<file path="src/shared/adcctl_pkg.sv">
// Package of constants for the converter control block
package adcctl_pkg;
  // Register byte addresses (one aligned word each)
  localparam logic [7:0] ADDR_CTRL0    = 8'h00;
  localparam logic [7:0] ADDR_CTRL1    = 8'h04;
  localparam logic [7:0] ADDR_RES_HIGH = 8'h08;
  localparam logic [7:0] ADDR_RES_LOW  = 8'h0C;
  localparam logic [7:0] ADDR_TEMP_REF = 8'h10;
  localparam logic [7:0] ADDR_IRQ_STAT = 8'h14;
  localparam logic [7:0] ADDR_IRQ_EN   = 8'h18;
  localparam logic [7:0] ADDR_IRQ_CLR  = 8'h1C;
  // Control 0 fields
  localparam int CTRL0_ON_BIT  = 0;
  localparam int CTRL0_RUN_BIT = 1;
  localparam int CTRL0_CH_LSB  = 2;
  localparam int CH_W          = 5;
  // Control 1 fields
  localparam int CTRL1_CLK_LSB = 4;
  localparam int CLKSEL_W      = 3;
  // Clock select codes
  localparam logic [2:0] CLK_DIV8  = 3'h1;
  localparam logic [2:0] CLK_DIV16 = 3'h5;
  localparam logic [2:0] CLK_DIV32 = 3'h2;
  localparam logic [2:0] CLK_DIV64 = 3'h6;
  // Divide ratios
  localparam logic [6:0] DIV_8   = 7'h08;
  localparam logic [6:0] DIV_16  = 7'h10;
  localparam logic [6:0] DIV_32  = 7'h20;
  localparam logic [6:0] DIV_64  = 7'h40;
  localparam logic [6:0] DIV_RC  = 7'h10;
  // Conversion timing
  localparam int RES_W          = 10;
  localparam logic [3:0] CONV_PERIODS  = 4'hB;
  localparam logic [1:0] ABORT_PERIODS = 2'h2;
  // Channels
  localparam logic [4:0] CH_DIE_TEMP = 5'h0D;
  localparam int CH_COUNT_LARGE = 24;
  localparam int CH_COUNT_SMALL = 21;
  // Reset values
  localparam logic [9:0] TEMP_REF_DEFAULT = 10'h000;
  localparam logic [9:0] RES_RESET        = 10'h000;
  // Interrupt status bit
  localparam int IRQ_DONE_BIT = 0;
endpackage

</file>
<file path="src/core/adcctl_top.sv">
// Converter control block: registers, bit clock, successive approximation
//
// The register addresses and the Wishbone interface to the registers were left to the implementer.
`timescale 1ns/1ps
module adcctl_top
  import adcctl_pkg::*;
#(
  parameter int        LARGE_PART   = 1,
  parameter logic [9:0] TEMP_REF_VAL = adcctl_pkg::TEMP_REF_DEFAULT
) (
  input  wire logic                         clk_i,
  input  wire logic                         rst_i,
  input  wire logic                         rc_osc_tick_i,
  input  wire logic                         cmp_high_i,
  input  wire logic [31:0]                  wb_adr_i,
  input  wire logic [31:0]                  wb_dat_i,
  input  wire logic [3:0]                   wb_sel_i,
  input  wire logic                         wb_we_i,
  input  wire logic                         wb_cyc_i,
  input  wire logic                         wb_stb_i,
  output logic      [31:0]                  wb_dat_o,
  output logic                              wb_ack_o,
  output logic      [adcctl_pkg::CH_W-1:0]  mux_sel_o,
  output logic                              mux_valid_o,
  output logic                              sample_hold_o,
  output logic      [adcctl_pkg::RES_W-1:0] dac_code_o,
  output logic                              irq_o
);
  import adcctl_pkg::*;

  typedef enum logic [1:0] {ADCC_IDLE, ADCC_CONV, ADCC_ABORT} adcc_state_t;

  typedef struct packed {
    adcc_state_t       st;
    logic              on;
    logic              run;
    logic [CH_W-1:0]   ch;
    logic [2:0]        clksel;
    logic [RES_W-1:0]  res;
    logic [RES_W-1:0]  trial;
    logic [3:0]        bitn;
    logic [1:0]        abort_cnt;
    logic [6:0]        div_cnt;
    logic              done_sts;
    logic              done_en;
    logic [31:0]       rdata;
    logic              ack;
    logic              irq;
    logic              mux_valid;
    logic              sh;
    logic              osc_s1;
    logic              osc_s2;
    logic              osc_s3;
    logic              cmp_s1;
    logic              cmp_s2;
  } adcc_state_s_t;

  adcc_state_s_t r;
  adcc_state_s_t next_r;

  // Divide ratio for a select code; zero marks a reserved code
  function automatic logic [6:0] div_ratio(input logic [2:0] sel);
    case (sel)
      CLK_DIV8:  div_ratio = DIV_8;
      CLK_DIV16: div_ratio = DIV_16;
      CLK_DIV32: div_ratio = DIV_32;
      CLK_DIV64: div_ratio = DIV_64;
      default:   div_ratio = (sel[1:0] == 2'b11) ? DIV_RC : 7'h00;
    endcase
  endfunction

  // A channel exists if it is one of the implemented mux inputs
  function automatic logic ch_exists(input logic [4:0] ch);
    if (ch >= 5'h18) begin
      ch_exists = (LARGE_PART != 0) || (ch <= 5'h1C);
    end else begin
      ch_exists = (ch <= 5'h0F) && (ch != 5'h08) && (ch != 5'h09);
    end
  endfunction

  logic       wb_req;
  logic       tick;
  logic       rc_mode;
  logic       is_wr;

  always_comb begin
    wb_req  = wb_cyc_i && wb_stb_i && !r.ack;
    is_wr   = wb_req && wb_we_i && wb_sel_i[0];
    rc_mode = (r.clksel[1:0] == 2'b11);
    next_r  = r;
    next_r.ack = wb_req;
    // Synchronisers for the oscillator tick and comparator
    next_r.osc_s1 = rc_osc_tick_i;
    next_r.osc_s2 = r.osc_s1;
    next_r.osc_s3 = r.osc_s2;
    next_r.cmp_s1 = cmp_high_i;
    next_r.cmp_s2 = r.cmp_s1;

    // Bit clock enable; RC ticks are counted, system clock cycles otherwise
    tick = 1'b0;
    if (!r.on || r.st == ADCC_IDLE || div_ratio(r.clksel) == 7'h00) begin
      next_r.div_cnt = 7'h00;
    end else if (!rc_mode || (r.osc_s2 && !r.osc_s3)) begin
      if (r.div_cnt == div_ratio(r.clksel) - 7'h01) begin
        next_r.div_cnt = 7'h00;
        tick           = 1'b1;
      end else begin
        next_r.div_cnt = r.div_cnt + 7'h01;
      end
    end

    // Register writes
    if (is_wr) begin
      case (wb_adr_i[7:0])
        ADDR_CTRL0: begin
          next_r.on = wb_dat_i[CTRL0_ON_BIT];
          next_r.ch = wb_dat_i[CTRL0_CH_LSB +: CH_W];
          if (wb_dat_i[CTRL0_RUN_BIT] && r.on && r.st == ADCC_IDLE) begin
            next_r.run   = 1'b1;
            next_r.st    = ADCC_CONV;
            next_r.bitn  = 4'h0;
            next_r.trial = {1'b1, {(RES_W-1){1'b0}}};
            next_r.sh    = 1'b0;
          end else if (!wb_dat_i[CTRL0_RUN_BIT] && r.st == ADCC_CONV) begin
            next_r.run       = 1'b0;
            next_r.st        = ADCC_ABORT;
            next_r.abort_cnt = 2'h0;
          end
        end
        ADDR_CTRL1:  next_r.clksel  = wb_dat_i[CTRL1_CLK_LSB +: CLKSEL_W];
        ADDR_IRQ_EN: next_r.done_en = wb_dat_i[IRQ_DONE_BIT];
        ADDR_IRQ_CLR: begin
          if (wb_dat_i[IRQ_DONE_BIT]) begin
            next_r.done_sts = 1'b0;
          end
        end
        default: ;
      endcase
    end

    // Conversion sequencer
    case (r.st)
      ADCC_IDLE: begin
        next_r.sh = r.on;
      end
      ADCC_CONV: begin
        if (tick) begin
          // Period 0 holds the sample; periods 1..10 resolve one bit each
          if (r.bitn != 4'h0) begin
            if (!r.cmp_s2) begin
              next_r.trial = r.trial & ~(10'h200 >> (r.bitn - 4'h1));
            end
            if (r.bitn < 4'hA) begin
              next_r.trial = (r.cmp_s2 ? r.trial : r.trial & ~(10'h200 >> (r.bitn - 4'h1)))
                             | (10'h200 >> r.bitn);
            end
          end
          next_r.bitn = r.bitn + 4'h1;
          if (r.bitn == CONV_PERIODS - 4'h1) begin
            next_r.st       = ADCC_IDLE;
            next_r.run      = 1'b0;
            next_r.done_sts = 1'b1;
            next_r.res      = r.cmp_s2 ? r.trial : (r.trial & 10'h3FE);
          end
        end
      end
      ADCC_ABORT: begin
        if (tick) begin
          next_r.abort_cnt = r.abort_cnt + 2'h1;
          if (r.abort_cnt == ABORT_PERIODS - 2'h1) begin
            next_r.st = ADCC_IDLE;
          end
        end
      end
      default: next_r.st = ADCC_IDLE;
    endcase

    // Turning off ends any conversion, without a result unless the last period ends in that cycle
    if (!next_r.on) begin
      next_r.st      = ADCC_IDLE;
      next_r.run     = 1'b0;
      next_r.div_cnt = 7'h00;
    end
    // Sample only while on and idle, so the hold opens by itself after an abort
    next_r.sh = next_r.on && (next_r.st == ADCC_IDLE);

    // Die temperature is always valid; it needs no enable
    next_r.mux_valid = ch_exists(next_r.ch);
    next_r.irq       = next_r.done_sts && next_r.done_en;

    // Read data
    next_r.rdata = 32'h0000_0000;
    if (wb_req && !wb_we_i) begin
      case (wb_adr_i[7:0])
        ADDR_CTRL0: next_r.rdata = {25'h000_0000, r.ch, r.run, r.on};
        ADDR_CTRL1: next_r.rdata = {25'h000_0000, r.clksel, 4'h0};
        ADDR_RES_HIGH: next_r.rdata = {30'h0000_0000, r.res[9:8]};
        ADDR_RES_LOW:  next_r.rdata = {24'h00_0000, r.res[7:0]};
        ADDR_TEMP_REF: next_r.rdata = {22'h00_0000, TEMP_REF_VAL};
        ADDR_IRQ_STAT: next_r.rdata = {31'h0000_0000, r.done_sts};
        ADDR_IRQ_EN:   next_r.rdata = {31'h0000_0000, r.done_en};
        default:       next_r.rdata = 32'h0000_0000;
      endcase
    end
  end

  always_ff @(posedge clk_i) begin
    if (rst_i) begin
      r        <= '0;
      r.st     <= ADCC_IDLE;
      r.res    <= RES_RESET;
    end else begin
      r <= next_r;
    end
  end

  assign wb_dat_o      = r.rdata;
  assign wb_ack_o      = r.ack;
  assign mux_sel_o     = r.ch;
  assign mux_valid_o   = r.mux_valid;
  assign sample_hold_o = r.sh;
  assign dac_code_o    = r.trial;
  assign irq_o         = r.irq;

  // Assertions
  property p_done_on_finish;
    @(posedge clk_i) disable iff (rst_i)
      (r.st == ADCC_CONV && next_r.st == ADCC_IDLE && r.on && next_r.on)
        |=> (r.done_sts && !r.run);
  endproperty
  a_done_on_finish: assert property (p_done_on_finish) else $error("done not set at end");

  property p_abort_keeps;
    @(posedge clk_i) disable iff (rst_i)
      (r.st == ADCC_ABORT) |=> $stable(r.res);
  endproperty
  a_abort_keeps: assert property (p_abort_keeps) else $error("result changed on abort");

  property p_off_idle;
    @(posedge clk_i) disable iff (rst_i)
      !r.on |-> (r.st == ADCC_IDLE && r.div_cnt == 7'h00);
  endproperty
  a_off_idle: assert property (p_off_idle) else $error("activity while off");

  property p_done_sticky;
    @(posedge clk_i) disable iff (rst_i)
      (r.done_sts && !(is_wr && wb_adr_i[7:0] == ADDR_IRQ_CLR)) |=> r.done_sts;
  endproperty
  a_done_sticky: assert property (p_done_sticky) else $error("done flag lost");

  property p_irq_level;
    @(posedge clk_i) disable iff (rst_i)
      ##1 (irq_o == (r.done_sts && r.done_en));
  endproperty
  a_irq_level: assert property (p_irq_level) else $error("irq mismatch");

  property p_mux_follows;
    @(posedge clk_i) disable iff (rst_i)
      (is_wr && wb_adr_i[7:0] == ADDR_CTRL0) |=> (mux_sel_o == $past(wb_dat_i[6:2]));
  endproperty
  a_mux_follows: assert property (p_mux_follows) else $error("channel not taken");

  property p_div8_tick;
    @(posedge clk_i) disable iff (rst_i)
      (r.st == ADCC_CONV && r.clksel == CLK_DIV8 && r.div_cnt == 7'h07 && r.on) |-> tick;
  endproperty
  a_div8_tick: assert property (p_div8_tick) else $error("bit clock period wrong");

  property p_res_range;
    @(posedge clk_i) disable iff (rst_i)
      (r.st == ADCC_CONV) |-> (r.bitn < CONV_PERIODS);
  endproperty
  a_res_range: assert property (p_res_range) else $error("bit count overran");

  property p_temp_ch;
    @(posedge clk_i) disable iff (rst_i)
      (r.ch == CH_DIE_TEMP) |-> mux_valid_o;
  endproperty
  a_temp_ch: assert property (p_temp_ch) else $error("die temp channel invalid");

  property p_ack_pulse;
    @(posedge clk_i) disable iff (rst_i)
      wb_ack_o |=> !wb_ack_o;
  endproperty
  a_ack_pulse: assert property (p_ack_pulse) else $error("ack longer than one cycle");

  property p_abort_two;
    @(posedge clk_i) disable iff (rst_i)
      (r.st == ADCC_ABORT && tick && r.abort_cnt == ABORT_PERIODS - 2'h1)
        |=> (r.st == ADCC_IDLE);
  endproperty
  a_abort_two: assert property (p_abort_two) else $error("abort wait too long");

  property p_abort_wait;
    @(posedge clk_i) disable iff (rst_i)
      (r.st == ADCC_ABORT && !tick && next_r.on) |=> (r.st == ADCC_ABORT);
  endproperty
  a_abort_wait: assert property (p_abort_wait) else $error("abort ended early");

  property p_acquire;
    @(posedge clk_i) disable iff (rst_i)
      (r.st == ADCC_ABORT && next_r.st == ADCC_IDLE && next_r.on) |=> sample_hold_o;
  endproperty
  a_acquire: assert property (p_acquire) else $error("no acquisition after abort");

  property p_trial_start;
    @(posedge clk_i) disable iff (rst_i)
      (r.st == ADCC_IDLE && next_r.st == ADCC_CONV) |=> (dac_code_o == 10'h200);
  endproperty
  a_trial_start: assert property (p_trial_start) else $error("first trial wrong");

  property p_no_start_off;
    @(posedge clk_i) disable iff (rst_i)
      (is_wr && wb_adr_i[7:0] == ADDR_CTRL0 && !r.on) |=> (r.st == ADCC_IDLE);
  endproperty
  a_no_start_off: assert property (p_no_start_off) else $error("start while off");

  property p_tick_idle;
    @(posedge clk_i) disable iff (rst_i)
      (r.st == ADCC_IDLE) |-> !tick;
  endproperty
  a_tick_idle: assert property (p_tick_idle) else $error("bit clock while idle");

  property p_rc_edge;
    @(posedge clk_i) disable iff (rst_i)
      (rc_mode && tick) |-> (r.osc_s2 && !r.osc_s3);
  endproperty
  a_rc_edge: assert property (p_rc_edge) else $error("rc tick without edge");

  property p_busy_on;
    @(posedge clk_i) disable iff (rst_i)
      (r.st != ADCC_IDLE) |-> r.on;
  endproperty
  a_busy_on: assert property (p_busy_on) else $error("busy while off");
endmodule

</file>
<file path="config.mk">
export PLATFORM = sky130hd
export DESIGN_NAME = adcctl_top
export DESIGN_NICKNAME = d
export VERILOG_FILES = /design/src/shared/adcctl_pkg.sv /design/src/core/adcctl_top.sv
export SDC_FILE = /design/constraint.sdc
export NUM_CORES = 1
export LEC_CHECK = 0
export BUFFER_PORTS_ARGS = -buffer_cell sky130_fd_sc_hd__clkbuf_2
export CAP_MARGIN = 40
export CORE_AREA = 4 4 74 145
export CTS_BUF_LIST = sky130_fd_sc_hd__clkbuf_8
export CTS_CLUSTER_SIZE = 40
export DETAILED_ROUTE_END_ITERATION = 12
export DIE_AREA = 0 0 78 149
export PLACE_DENSITY_LB_ADDON = 0.3
export RECOVER_POWER = 50
export SLEW_MARGIN = 20
export SYNTH_ARGS = -nofsm -noshare
export SYNTH_HDL_FRONTEND = slang
export SYNTH_SLANG_ARGS = --single-unit
export TNS_END_PERCENT = 20
</file>
<file path="constraint.sdc">
create_clock -name clk_i -period 2.8 [get_ports clk_i]
set_input_delay 0.28 -clock clk_i [delete_from_list [all_inputs] [get_ports clk_i]]
set_output_delay 0.28 -clock clk_i [all_outputs]
set_load 0.02 [all_outputs]
</file>
# After elaboration in Yosys (flattened, before gate mapping)
# Index checks and enable logic that the tools add are counted.
# word_totals
mem_bits_rw	0
word_cells	134
latchBits	0
inputBits	75
mem_count	0
rom_bits	0
ff_bits	88
output_inout_bits	51
# classes
bitwise_logic	5
eq_ne	18
div	0
n_mul	0
addsub	5
mux	47
shifts	2
order_cmp	3
reduce_logical	32
# ops
cell	n
$pmux W8 S6	1
$mux W14	3
$mux W10	4
$mux W16	2
$pmux W7 S4	1
$eq A8 B5 Y1 const B	3
$mux W2	12
$mux W7	3
$shr A10 B4 Y10 const A	2
$eq A8 B4 Y1 const B	2
$mux W1	16
$logic_and A1 B1 Y1	13
$mux W12	1
$and A10 B10 Y10	1
$ne A5 B4 Y1 const B	2
$not A10 Y10	1
$or A10 B10 Y10	1
$mux W9	1
$eq A8 B3 Y1 const B	1
$logic_not A8 Y1	1
$add A7 B1 Y7 const B	1
$eq A7 B7 Y1	1
$logic_not A7 Y1	1
$sub A7 B1 Y7 const B	1
other kinds (24)	37

# Depth between registers and ports, before layout
# Gate-level depths: netlist of the first run.
# depth
word_depth	16
ltp_mapped	11

# Worst setup path after synthesis of the first run
# OpenSTA, ideal clock, no wires.
# synth_path
path_type	register -> register
start	register r[77] (netlist name)
end	register r[66] (netlist name)
period_less_slack_ns	2.146
setup_ns	0.072
path_slack_ns	0.654
n_path_buf	2
arrival_time_ns	2.075
path_stages_with_launch	11
path_cell_list	dfxtp_1 > buf_6 > nor2_1 > nand2_1 > ha_1 > xnor2_1 > a31oi_1 > nand4_2 > buf_2 > nor3_1 > mux2i_1
# synth_between
elab_chain_len	11
elab_cells_between_ends	19
cone_classes	add/sub (1); eq/ne (6); mux (7); reduce/logical (5)
# synth_lines
item	line	rtl
start: declaration	adcctl_top.sv:58	adcc_state_s_t r;
start signal: assignment	adcctl_top.sv:213	r <= next_r;
$eq A2 B2 Y1	adcctl_top.sv:68, adcctl_top.sv:89	
$mux W5	adcctl_top.sv:68	default: div_ratio = (sel[1:0] == 2'b11) ? DIV_RC : 7'h00;
$pmux W7 S4	adcctl_top.sv:63	case (sel)
$mux W7	adcctl_top.sv:103	end else if (!rc_mode || (r.osc_s2 && !r.osc_s3)) begin
$mux W7	adcctl_top.sv:101	if (!r.on || r.st == ADCC_IDLE || div_ratio(r.clksel) == 7'h00) begin
$sub A7 B1 Y7	adcctl_top.sv:104	if (r.div_cnt == div_ratio(r.clksel) - 7'h01) begin
$eq A7 B7 Y1	adcctl_top.sv:104	
$mux W1	adcctl_top.sv:104	
$mux W1	adcctl_top.sv:103	
$mux W1 (*)	adcctl_top.sv:101	
$reduce_and A3 Y1 (no line) (*)	n/a	
# Mark *: on every way between the ends. The rest lies on a longest branch, timed or not. The select of a mux whose other input is x is not followed.
# A chain may end at the register's enable or synchronous reset.

# Worst setup path in the final report of the first run
# layout_path
start	register r[78] (netlist name)
end	register r[50] (netlist name)
# layout_between
elab_chain_len	11
elab_cells_between_ends	16
cone_classes	add/sub (1); eq/ne (5); mux (8); reduce/logical (2)
# layout_lines
item	line	rtl
$eq A3 B3 Y1, or another cell as far along	adcctl_top.sv:63	
$pmux W7 S4 (*)	adcctl_top.sv:63	
$mux W7	adcctl_top.sv:103	
$mux W7	adcctl_top.sv:101	
$sub A7 B1 Y7	adcctl_top.sv:104	
$eq A7 B7 Y1	adcctl_top.sv:104	
$mux W1	adcctl_top.sv:104	
$mux W1	adcctl_top.sv:103	
$mux W1 (*)	adcctl_top.sv:101	
$mux W2 (*)	adcctl_top.sv:168	if (tick) begin
$mux W2 (*)	adcctl_top.sv:142	case (r.st)
# Marks and branches as above.

==> impl_metrics.csv, run 1 <==
group,metric,value,unit
route,vias_per_cell,5.30,
clock_tree,ctsRootBufferMaster,"clkbuf_8",
route,routed.top_layer,"met4",
synthesis,synthTopCellsByArea,"dfxtp_1, buf_4, ha_1",
route,wl_met2,5280,um
setup_path,worstPathArrival,2.70,ns
floorplanning,die_x,78,um
hold_path,hold_class,"in -> reg",
route,drtIter0Drc,130,
clock_tree,clk_latency,0.34,ns
clock_tree,hold_buffers,0,
floorplanning,initial_core_util,39.3,%
layout,num-fill-cells,1024,
synthesis,ys_seq_elements,64,
clock_tree,cts_buffers,9,
global_routing,track_usage,16.7,%
power_and_ir_drop,cellLeakagePower,0.00154,uW
sta,setup_tns,0,ns
route,route.met3.wl,512,um
layout,area_growth,6.54,%
layout,drive_gt1_share,13.7,%
global_routing,grt_overflow,0,
sta,skew,0.00798,ns
synthesis,synth_top_area_cell,"dfxtp_1",
route,drc_errors,0,
clock_tree,clk_pin_slew,0.07,ns
power_and_ir_drop,power.density,425,nW/um^2
run_status,status,"finished clean",
placed_design,portBuffers,49,
synthesis,synthArstFlopShare,0,%
layout,nets,553,
sta,slew_headroom,45.9,%
sta,finalHoldViolCount,0,
synthesis,synth.top_cell.area_share,33.8,%
clock_tree,clockBufferDepth,2,
placed_design,hpwlAfterDp,7390,um
floorplanning,boundaryPins,126,
sta,worst_slew_pin_slew,0.805,ns
synthesis,synth_area,3790,um^2
sta,final-setup-viol-count,0,
synthesis,synth-edff-count,0,
route,finalWirelength,9510,um
route,wl_per_cell,15.8,um
synthesis,yosysUniqueCellTypes,64,
setup_path,cp_max_fo,36,
setup_path,crit_required,3.02,ns
placed_design,gp_congestion,0.910,
power_and_ir_drop,vdd_ir_drop_max,0.207,mV
setup_path,end_kind,"register",
setup_path,startpoint_type,"register",
sta,layout_worst_path_cycle_share,88.3,%
clock_tree,cts_setup_buffers,0,
synthesis,syn_avg_cell_area,8.59,um^2
clock_tree,htree_levels,3,
layout,insertedDiodeCount,0,
sta,fin_crit,2.47,ns
floorplanning,die_y,149,um
floorplanning,die_area,11600,um^2
placed_design,place_inst,585,
synthesis,synth_top_flop_cell,"dfxtp_1",
global_routing,grt_max_degree,45,
global_routing,grt_pass1_wl,15100,um
synthesis,synthCells,441,
clock_tree,cts_sinks,64,
route,postRouteAntennaNets,0,
clock_tree,cts_tree,"done",
synthesis,synthTopCellsByCount,"dfxtp_1, buf_4, nor2_1, nand2_1, a21oi_1",
synthesis,yosysMostFrequentCell,"dfxtp_1",
floorplanning,coreArea,9640,um^2
sta,slew_viol_final,0,
flow_run,maxCapViolCount,0,
synthesis,synth_warnings,0,
clock_tree,cts_resized,0,
floorplanning,rows,51,
route,drtPass1Iterations,4,
setup_path,worstSetupPathType,"reg -> reg",
sta,max_freq,0.404,GHz
layout,stdcell_count,600,
power_and_ir_drop,p_total,1720,uW
global_routing,grt_pass1_vias,3161,
synthesis,ys_seq_area_share,33.8,%
route,drt-met1-wl,3240,um
global_routing,antenna_found_initial,0,
sta,rsz0062_at_grt,"no",
route,vias,3177,
registers in the layout (all words and copies together) (netlist names):
signal,cells
wb_ack_o,1
mux_valid_o,1
sample_hold_o,1
mux_sel_o,5
r,34
dac_code_o,10
wb_dat_o,8
irq_o,1
next_r,3
metrics by stage:
stage | utilization, % | hold WS (ns) | worst slack [ns] | cell area (um^2)
after floorplan | - | 0.408 | 0.654 | 3880
after global placement | 40.6 | 0.424 | 0.389 | 3910
final | 41.9 | 0.159 | 0.327 | 4040
after global routing | 41.9 | 0.161 | 0.147 | 4040
after detailed placement | 40.6 | 0.425 | 0.347 | 3910
after CTS | 42.4 | 0.138 | 0.313 | 4090
final cells by class:
type                    count  area, um^2  share of cell area (%)
clock buffers              11         151                    3.75
inverters                  17        63.8                    1.58
clock inverters             4        21.3                   0.527
multi-input cells         310        2030                    50.4
flip-flops and latches     64        1280                    31.7
repair buffers             62         320                    7.93
well taps                 132         165                    4.09
layout by cell type (no fill, tap or decap), drive strengths merged, types with 5 or more instances in the layout:
| cell type | count |
|---|---|
| dfxtp | 64 |
| clkbuf | 60 |
| nor2 | 41 |
| nand2 | 29 |
| conb | 24 |
| a21oi | 19 |
| inv | 18 |
| nand4 | 16 |
| mux2i | 15 |
| ha | 14 |
| nand3 | 13 |
| o31ai | 13 |
| buf | 13 |
| nor3 | 11 |
| nor4 | 9 |
| o211ai | 8 |
| a22oi | 6 |
| nor2b | 6 |
| xnor2 | 6 |
| xor2 | 5 |
| nand2b | 5 |
| o21ai | 5 |
worst max-delay path, cell delays in order, from the launching register on:
cell,delay [ns]
dfxtp_1,0.38
nor2_1,0.21
nand2_1,0.08
ha_1,0.31
xnor2_1,0.13
a31oi_1,0.21
nand4_2,0.14
buf_12,0.21
nor3_1,0.30
mux2_2,0.37
routing by layer:
layer  GRT usage, %  vias to the layer above
met4           11.2                        0
met3           3.08                       27
met1           15.4                     1481
met5              0                        -
li1               -                     1547
met2           32.0                      122
worst paths after layout:
| check | to | cells past startpoint | slack [ns] | startpoint |
|---|---|---|---|---|
| setup / recovery | r[50] | 9 | 0.33 | r[78] |
| hold / removal | next_r[0] | 2 | 0.16 | cmp_high_i |
| hold reg to reg | next_r[2] | 1 | 0.44 | next_r[3] |
| setup reg to reg | r[50] | 9 | 0.33 | r[78] |
power by group:
| part | internal [uW] | switching [uW] |
|---|---|---|
| Sequential | 914 | 3.20 |
| Combinational | 23.3 | 70.3 |
| Clock | 358 | 346 |
cell families after synthesis:
kind of cell             synth area share [%]
flip-flops                               33.8
other                                  0.0989
AO/OA/AOI/OAI                            15.4
buffers and inverters                    14.4
multiplexers                             5.15
AND/OR/NAND/NOR                          23.7
XOR/XNOR                                 2.74
adder cells (fa/ha/maj)                  4.62
(Power assumes the default switching activity.)
==> run 2: changes to the inputs <==
--- a/config.mk
+++ b/config.mk
@@ -12,7 +12,8 @@
 export CTS_CLUSTER_SIZE = 40
 export DETAILED_ROUTE_END_ITERATION = 12
 export DIE_AREA = 0 0 78 149
-export PLACE_DENSITY_LB_ADDON = 0.3
+export MAX_ROUTING_LAYER = met4
+export PLACE_DENSITY = 0.73
 export RECOVER_POWER = 50
 export SLEW_MARGIN = 20
 export SYNTH_ARGS = -nofsm -noshare
==> run 2 against run 1 <==
  * Clock power up 16%
  * Non-clock buffer count down 4
  * Design area grew 0.40%
  * First-iteration DRC count rose by 67%
  * Die area is the same
  * Combinational power shrank 1%
  * Global-route usage is 1.0 points higher
  * Hold slack worse by 0.017 ns
  * Worst setup slack got worse by 0.0010 ns
  * Clock-buffer cell count unchanged
  * Cell count shrank 0.33%
  * Clock skew decreased by 0.0030 ns
==> impl_metrics.csv, run 2 (synthesis results as in run 1) <==
group,metric,value,unit
run_status,status,"finished clean",
setup_path,r2r_start,"r[78]",
sta,skew,0.00500,ns
sta,layout_worst_path_cycle_share,88.4,%
clock_tree,cts_sinks,64,
layout,drive_gt1_share,13.5,%
clock_tree,ctsRootBufferMaster,"clkbuf_8",
layout,largest_register_ffs,34,
sta,worst_slew_pin_slew,1.34,ns
route,vias,3219,
setup_path,crit_required,3.05,ns
flow_run,maxCapViolCount,0,
power_and_ir_drop,power.density,451,nW/um^2
clock_tree,htree_levels,3,
setup_path,regToRegSetupSlack,0.33,ns
clock_tree,cts_resized,0,
route,drtPass1Iterations,5,
placed_design,gp_congestion,0.948,
power_and_ir_drop,cellLeakagePower,0.00153,uW
setup_path,ff2ff_path_depth,9,
floorplanning,initial_core_util,39.3,%
placed_design,portBuffers,49,
clock_tree,clk_latency,0.34,ns
floorplanning,coreArea,9640,um^2
route,vias_per_cell,5.38,
route,wl_per_cell,16.1,um
clock_tree,cts_tree,"done",
sta,setup_tns,0,ns
setup_path,cp_max_fo,36,
setup_path,critical_path.top_delay_family,"simple AND/OR/NAND/NOR gates",
clock_tree,cts_setup_buffers,0,
setup_path,endpoint,"r[55]",
sta,slew_viol_final,0,
layout,layout_commonest_cell,"dfxtp_1",
layout,nets,549,
clock_tree,clockBufferDepth,2,
hold_path,hold_class,"in -> reg",
route,drtIter0Drc,217,
placed_design,hpwlAfterDp,7390,um
layout,mostFrequentLayoutCells,"dfxtp_1, nor2_1, clkbuf_1, nand2_1, conb_1",
sta,slew_headroom,10.9,%
sta,fin_crit,2.47,ns
floorplanning,boundaryPins,126,
clock_tree,cts_buffers,9,
global_routing,antenna_found_initial,1,
setup_path,worstSetupPathType,"reg -> reg",
sta,hold_ws,0.142,ns
setup_path,startpoint_type,"register",
setup_path,worstPathArrival,2.73,ns
sta,max_freq,0.404,GHz
route,drc_errors,0,
setup_path,path_cells,"nor2_1 > nand2_1 > ha_1 > xor2_1 > xnor2_2 > nand4_2 > buf_12 > or4_1 > a31oi_1",
setup_path,worst-path-buf-inv,1,
setup_path,end_kind,"register",
layout,area_growth,6.97,%
global_routing,grt_pass1_wl,16000,um
sta,finalHoldViolCount,0,
floorplanning,die_area,11600,um^2
route,finalWirelength,9600,um
setup_path,worst-path-stages,9,
setup_path,crit_slowest_cell,"or4_1",
route,postRouteAntennaNets,0,
setup_path,worstSetupStartpoint,"r[78]",
floorplanning,die_y,149,um
setup_path,critPathMaxStageDelay,0.51,ns
global_routing,grt_max_degree,37,
floorplanning,die_x,78,um
floorplanning,rows,51,
clock_tree,hold_buffers,0,
global_routing,track_usage,17.7,%
clock_tree,clk_pin_slew,0.07,ns
sta,rsz0062_at_grt,"no",
hold_path,holdPathStages,2,
global_routing,grt_pass1_vias,3322,
power_and_ir_drop,vdd_ir_drop_max,0.201,mV
sta,final-setup-viol-count,0,
setup_path,r2r_end,"r[55]",
global_routing,grt_overflow,0,
layout,regMostFlops,"r",
-- run 2: area by class of cell --
cell class,instances,area (um^2)
Fill cell,1007,5580
Multi-Input combinational cell,310,2050
Sequential cell,64,1280
Timing Repair Buffer,58,287
Inverter,17,63.8
Clock buffer,11,151
Antenna cell,1,2.50
Tap cell,132,165
Clock inverter,5,55.1
-- run 2: where the power goes --
group	switching, uW	internal (uW)	total [uW]
registers	3.46	914	918
logic	70.0	22.4	92.3
clock network	363	456	819
-- run 2: metrics by stage --
| stage | total power, uW | std cells | worst slack, ns | util [%] | cell area, um^2 |
|---|---|---|---|---|---|
| 6_report | 1830 | 598 | 0.326 | 42.1 | 4050 |
| 5_1_grt | 1890 | 598 | 0.158 | 42.1 | 4050 |
| 4_1_cts | 1840 | 597 | 0.348 | 42.4 | 4090 |
| 3_5_place_dp | 1030 | 581 | 0.359 | 40.3 | 3880 |
| 3_3_place_gp | 1030 | 581 | 0.443 | 40.3 | 3880 |
| 2_1_floorplan | 1030 | 464 | 0.654 | - | 3880 |
-- run 2: worst min path at each step --
stage / from / end / slack [ns]
after floorplan: cmp_high_i / next_r[0] / 0.41
final: rc_osc_tick_i / next_r[3] / 0.14
after CTS: cmp_high_i / next_r[0] / 0.13
after detailed placement: next_r[3] / next_r[2] / 0.44
after global routing: rc_osc_tick_i / next_r[3] / 0.15
after global placement: next_r[0] / r[0] / 0.44
-- run 2: routing by layer --
| layer | part of all wire, % | wire [um] | vias to the layer above | track usage (%) |
|---|---|---|---|---|
| met5 | 0 | 0 | - | - |
| li1 | - | - | 1542 | - |
| met3 | 4.2 | 406 | 26 | 2.48 |
| met4 | 3.6 | 347 | 0 | 11.6 |
| met1 | 34 | 3290 | 1524 | 16.3 |
| met2 | 58 | 5550 | 127 | 33.1 |
==> run 3: changes to the inputs <==
--- a/config.mk
+++ b/config.mk
@@ -8,10 +8,10 @@
 export BUFFER_PORTS_ARGS = -buffer_cell sky130_fd_sc_hd__clkbuf_2
 export CAP_MARGIN = 40
 export CORE_AREA = 4 4 74 145
-export CTS_BUF_LIST = sky130_fd_sc_hd__clkbuf_8
 export CTS_CLUSTER_SIZE = 40
 export DETAILED_ROUTE_END_ITERATION = 12
 export DIE_AREA = 0 0 78 149
+export GPL_TIMING_DRIVEN = 0
 export MAX_ROUTING_LAYER = met4
 export PLACE_DENSITY = 0.73
 export RECOVER_POWER = 50
==> run 3 against run 2 <==
  * Flip-flop and latch count is the same
  * Register-to-register slack lost 0.10 ns
  * Maximum frequency shrank 4.0%
  * Core utilization grew 5.2 points
  * Via count grew 7.4%
  * Cell count grew 10%
  * Critical path depth grew 1
  * Design area grew 12%
  * Critical path type unchanged
  * Critical endpoint is now r[48]
  * Highest routed layer unchanged
==> impl_metrics.csv, run 3 (synthesis results as in run 1) <==
group,metric,value,unit
run_status,status,"finished clean",
global_routing,grt_max_degree,12,
route,finalWirelength,10800,um
floorplanning,die_y,149,um
clock_tree,cts_tree,"done",
setup_path,end_kind,"register",
route,vias,3457,
clock_tree,clockBufferDepth,2,
global_routing,grt_pass1_wl,17100,um
layout,insertedDiodeCount,0,
sta,final-setup-viol-count,0,
route,postRouteAntennaNets,0,
global_routing,antenna_found_initial,0,
clock_tree,clk_latency,0.34,ns
sta,fin_crit,2.58,ns
clock_tree,cts_buffers,9,
setup_path,worstPathArrival,2.79,ns
clock_tree,htree_levels,3,
sta,slew_headroom,47.8,%
clock_tree,cts_setup_buffers,0,
layout,largest_register_ffs,34,
layout,num-fill-cells,948,
sta,worst_slew_pin_slew,0.777,ns
global_routing,grt_overflow,0,
sta,setup_tns,0,ns
clock_tree,clk_pin_slew,0.05,ns
layout,drive_gt1_share,20.7,%
setup_path,worstSetupPathType,"reg -> reg",
clock_tree,ctsRootBufferMaster,"clkbuf_16",
floorplanning,initial_core_util,39.3,%
layout,seqCellArea,1280,um^2
sta,slew_viol_final,0,
flow_run,maxCapViolCount,0,
clock_tree,cts_resized,0,
sta,finalHoldViolCount,0,
floorplanning,coreArea,9640,um^2
global_routing,grt_pass1_vias,3533,
floorplanning,boundaryPins,126,
sta,skew,0.00592,ns
layout,layout_commonest_cell,"dfxtp_1",
route,drtPass1Iterations,4,
power_and_ir_drop,vdd_ir_drop_max,0.332,mV
layout,nets,610,
sta,max_freq,0.388,GHz
sta,rsz0062_at_grt,"no",
placed_design,portBuffers,45,
layout,multiInputGateArea,2050,um^2
setup_path,crit_required,3.01,ns
layout,regMostFlops,"r",
sta,layout_worst_path_cycle_share,92.1,%
floorplanning,rows,51,
placed_design,hpwlAfterDp,8390,um
route,drtIter0Drc,170,
route,wl_per_cell,16.3,um
setup_path,startpoint_type,"register",
placed_design,gp_congestion,0.981,
clock_tree,cts_sinks,64,
layout,mostFrequentLayoutCells,"dfxtp_1, buf_4, clkbuf_1, nor2_1, nand2_1",
floorplanning,die_x,78,um
route,drc_errors,0,
setup_path,cp_max_fo,10,
route,vias_per_cell,5.25,
layout,area_growth,20.3,%
power_and_ir_drop,cellLeakagePower,0.00185,uW
hold_path,hold_class,"in -> reg",
floorplanning,die_area,11600,um^2
global_routing,track_usage,19.4,%
power_and_ir_drop,power.density,493,nW/um^2
clock_tree,hold_buffers,0,
power_and_ir_drop,p_total,2250,uW
==> run 3: cell count changes in the layout (fill, tap and decap cells not counted), moves of 2 or more <==
cell / previous run / this run
clkbuf_16: 0 / 9
clkbuf_8: 11 / 0
buf_2: 0 / 10
clkbuf_2: 21 / 17
buf_4: 7 / 48
buf_6: 0 / 2
clkbuf_1: 29 / 42
==> run 3: metal layers <==
metal  global-route usage [%]  up-vias  share of wire, %
li1                         -     1669                 -
met1                     16.3     1629                32
met2                     38.0      116                58
met3                     3.20       43               4.3
met4                     12.3        0               5.1
met5                        -        -                 0
==> run 3: worst max-delay path: stages (launching register included) <==
cell      delay [ns]
dfxtp_1         0.31
buf_6           0.14
nor2_1          0.17
nand2_1         0.10
ha_1            0.24
xor2_1          0.23
xnor2_2         0.16
nand4_2         0.28
buf_2           0.32
o21bai_1        0.38
nor2_1          0.11
==> run 3: worst paths after layout <==
kind,startpoint,to,slack (ns),depth (start not counted)
setup / recovery,r[77],r[48],0.22,10
hold / removal,cmp_high_i,next_r[0],0.15,2
setup reg to reg,r[77],r[48],0.22,10
hold reg to reg,next_r[3],next_r[2],0.45,1
==> run 3: area by class of cell <==
class	count	share of cell area, %
inverter	17	1.40
tap	132	3.62
buffer	73	10.6
clock inverter	5	1.78
sequential	64	28.1
multi-input combinational	310	45.1
timing repair buffer	46	4.34
clock buffer	11	5.11
==> run 3: report_power, final <==
| group | switching (uW) | total [uW] | internal (uW) |
|---|---|---|---|
| Sequential | 1.53 | 917 | 915 |
| Combinational | 79.4 | 126 | 46.3 |
| Clock | 424 | 1200 | 779 |
==> run 3: through the flow <==
| step | instances | area, um^2 | utilization [%] | hold WS, ns | setup slack (ns) |
|---|---|---|---|---|---|
| detailed placement | 641 | 4270 | 44.3 | 0.442 | 0.196 |
| global route | 658 | 4560 | 47.3 | 0.161 | 0.00523 |
| CTS | 657 | 4580 | 47.5 | 0.152 | 0.146 |
| floorplan | 464 | 3880 | - | 0.408 | 0.654 |
| finish | 658 | 4560 | 47.3 | 0.151 | 0.222 |
| global placement | 641 | 4270 | 44.3 | 0.428 | 0.213 |
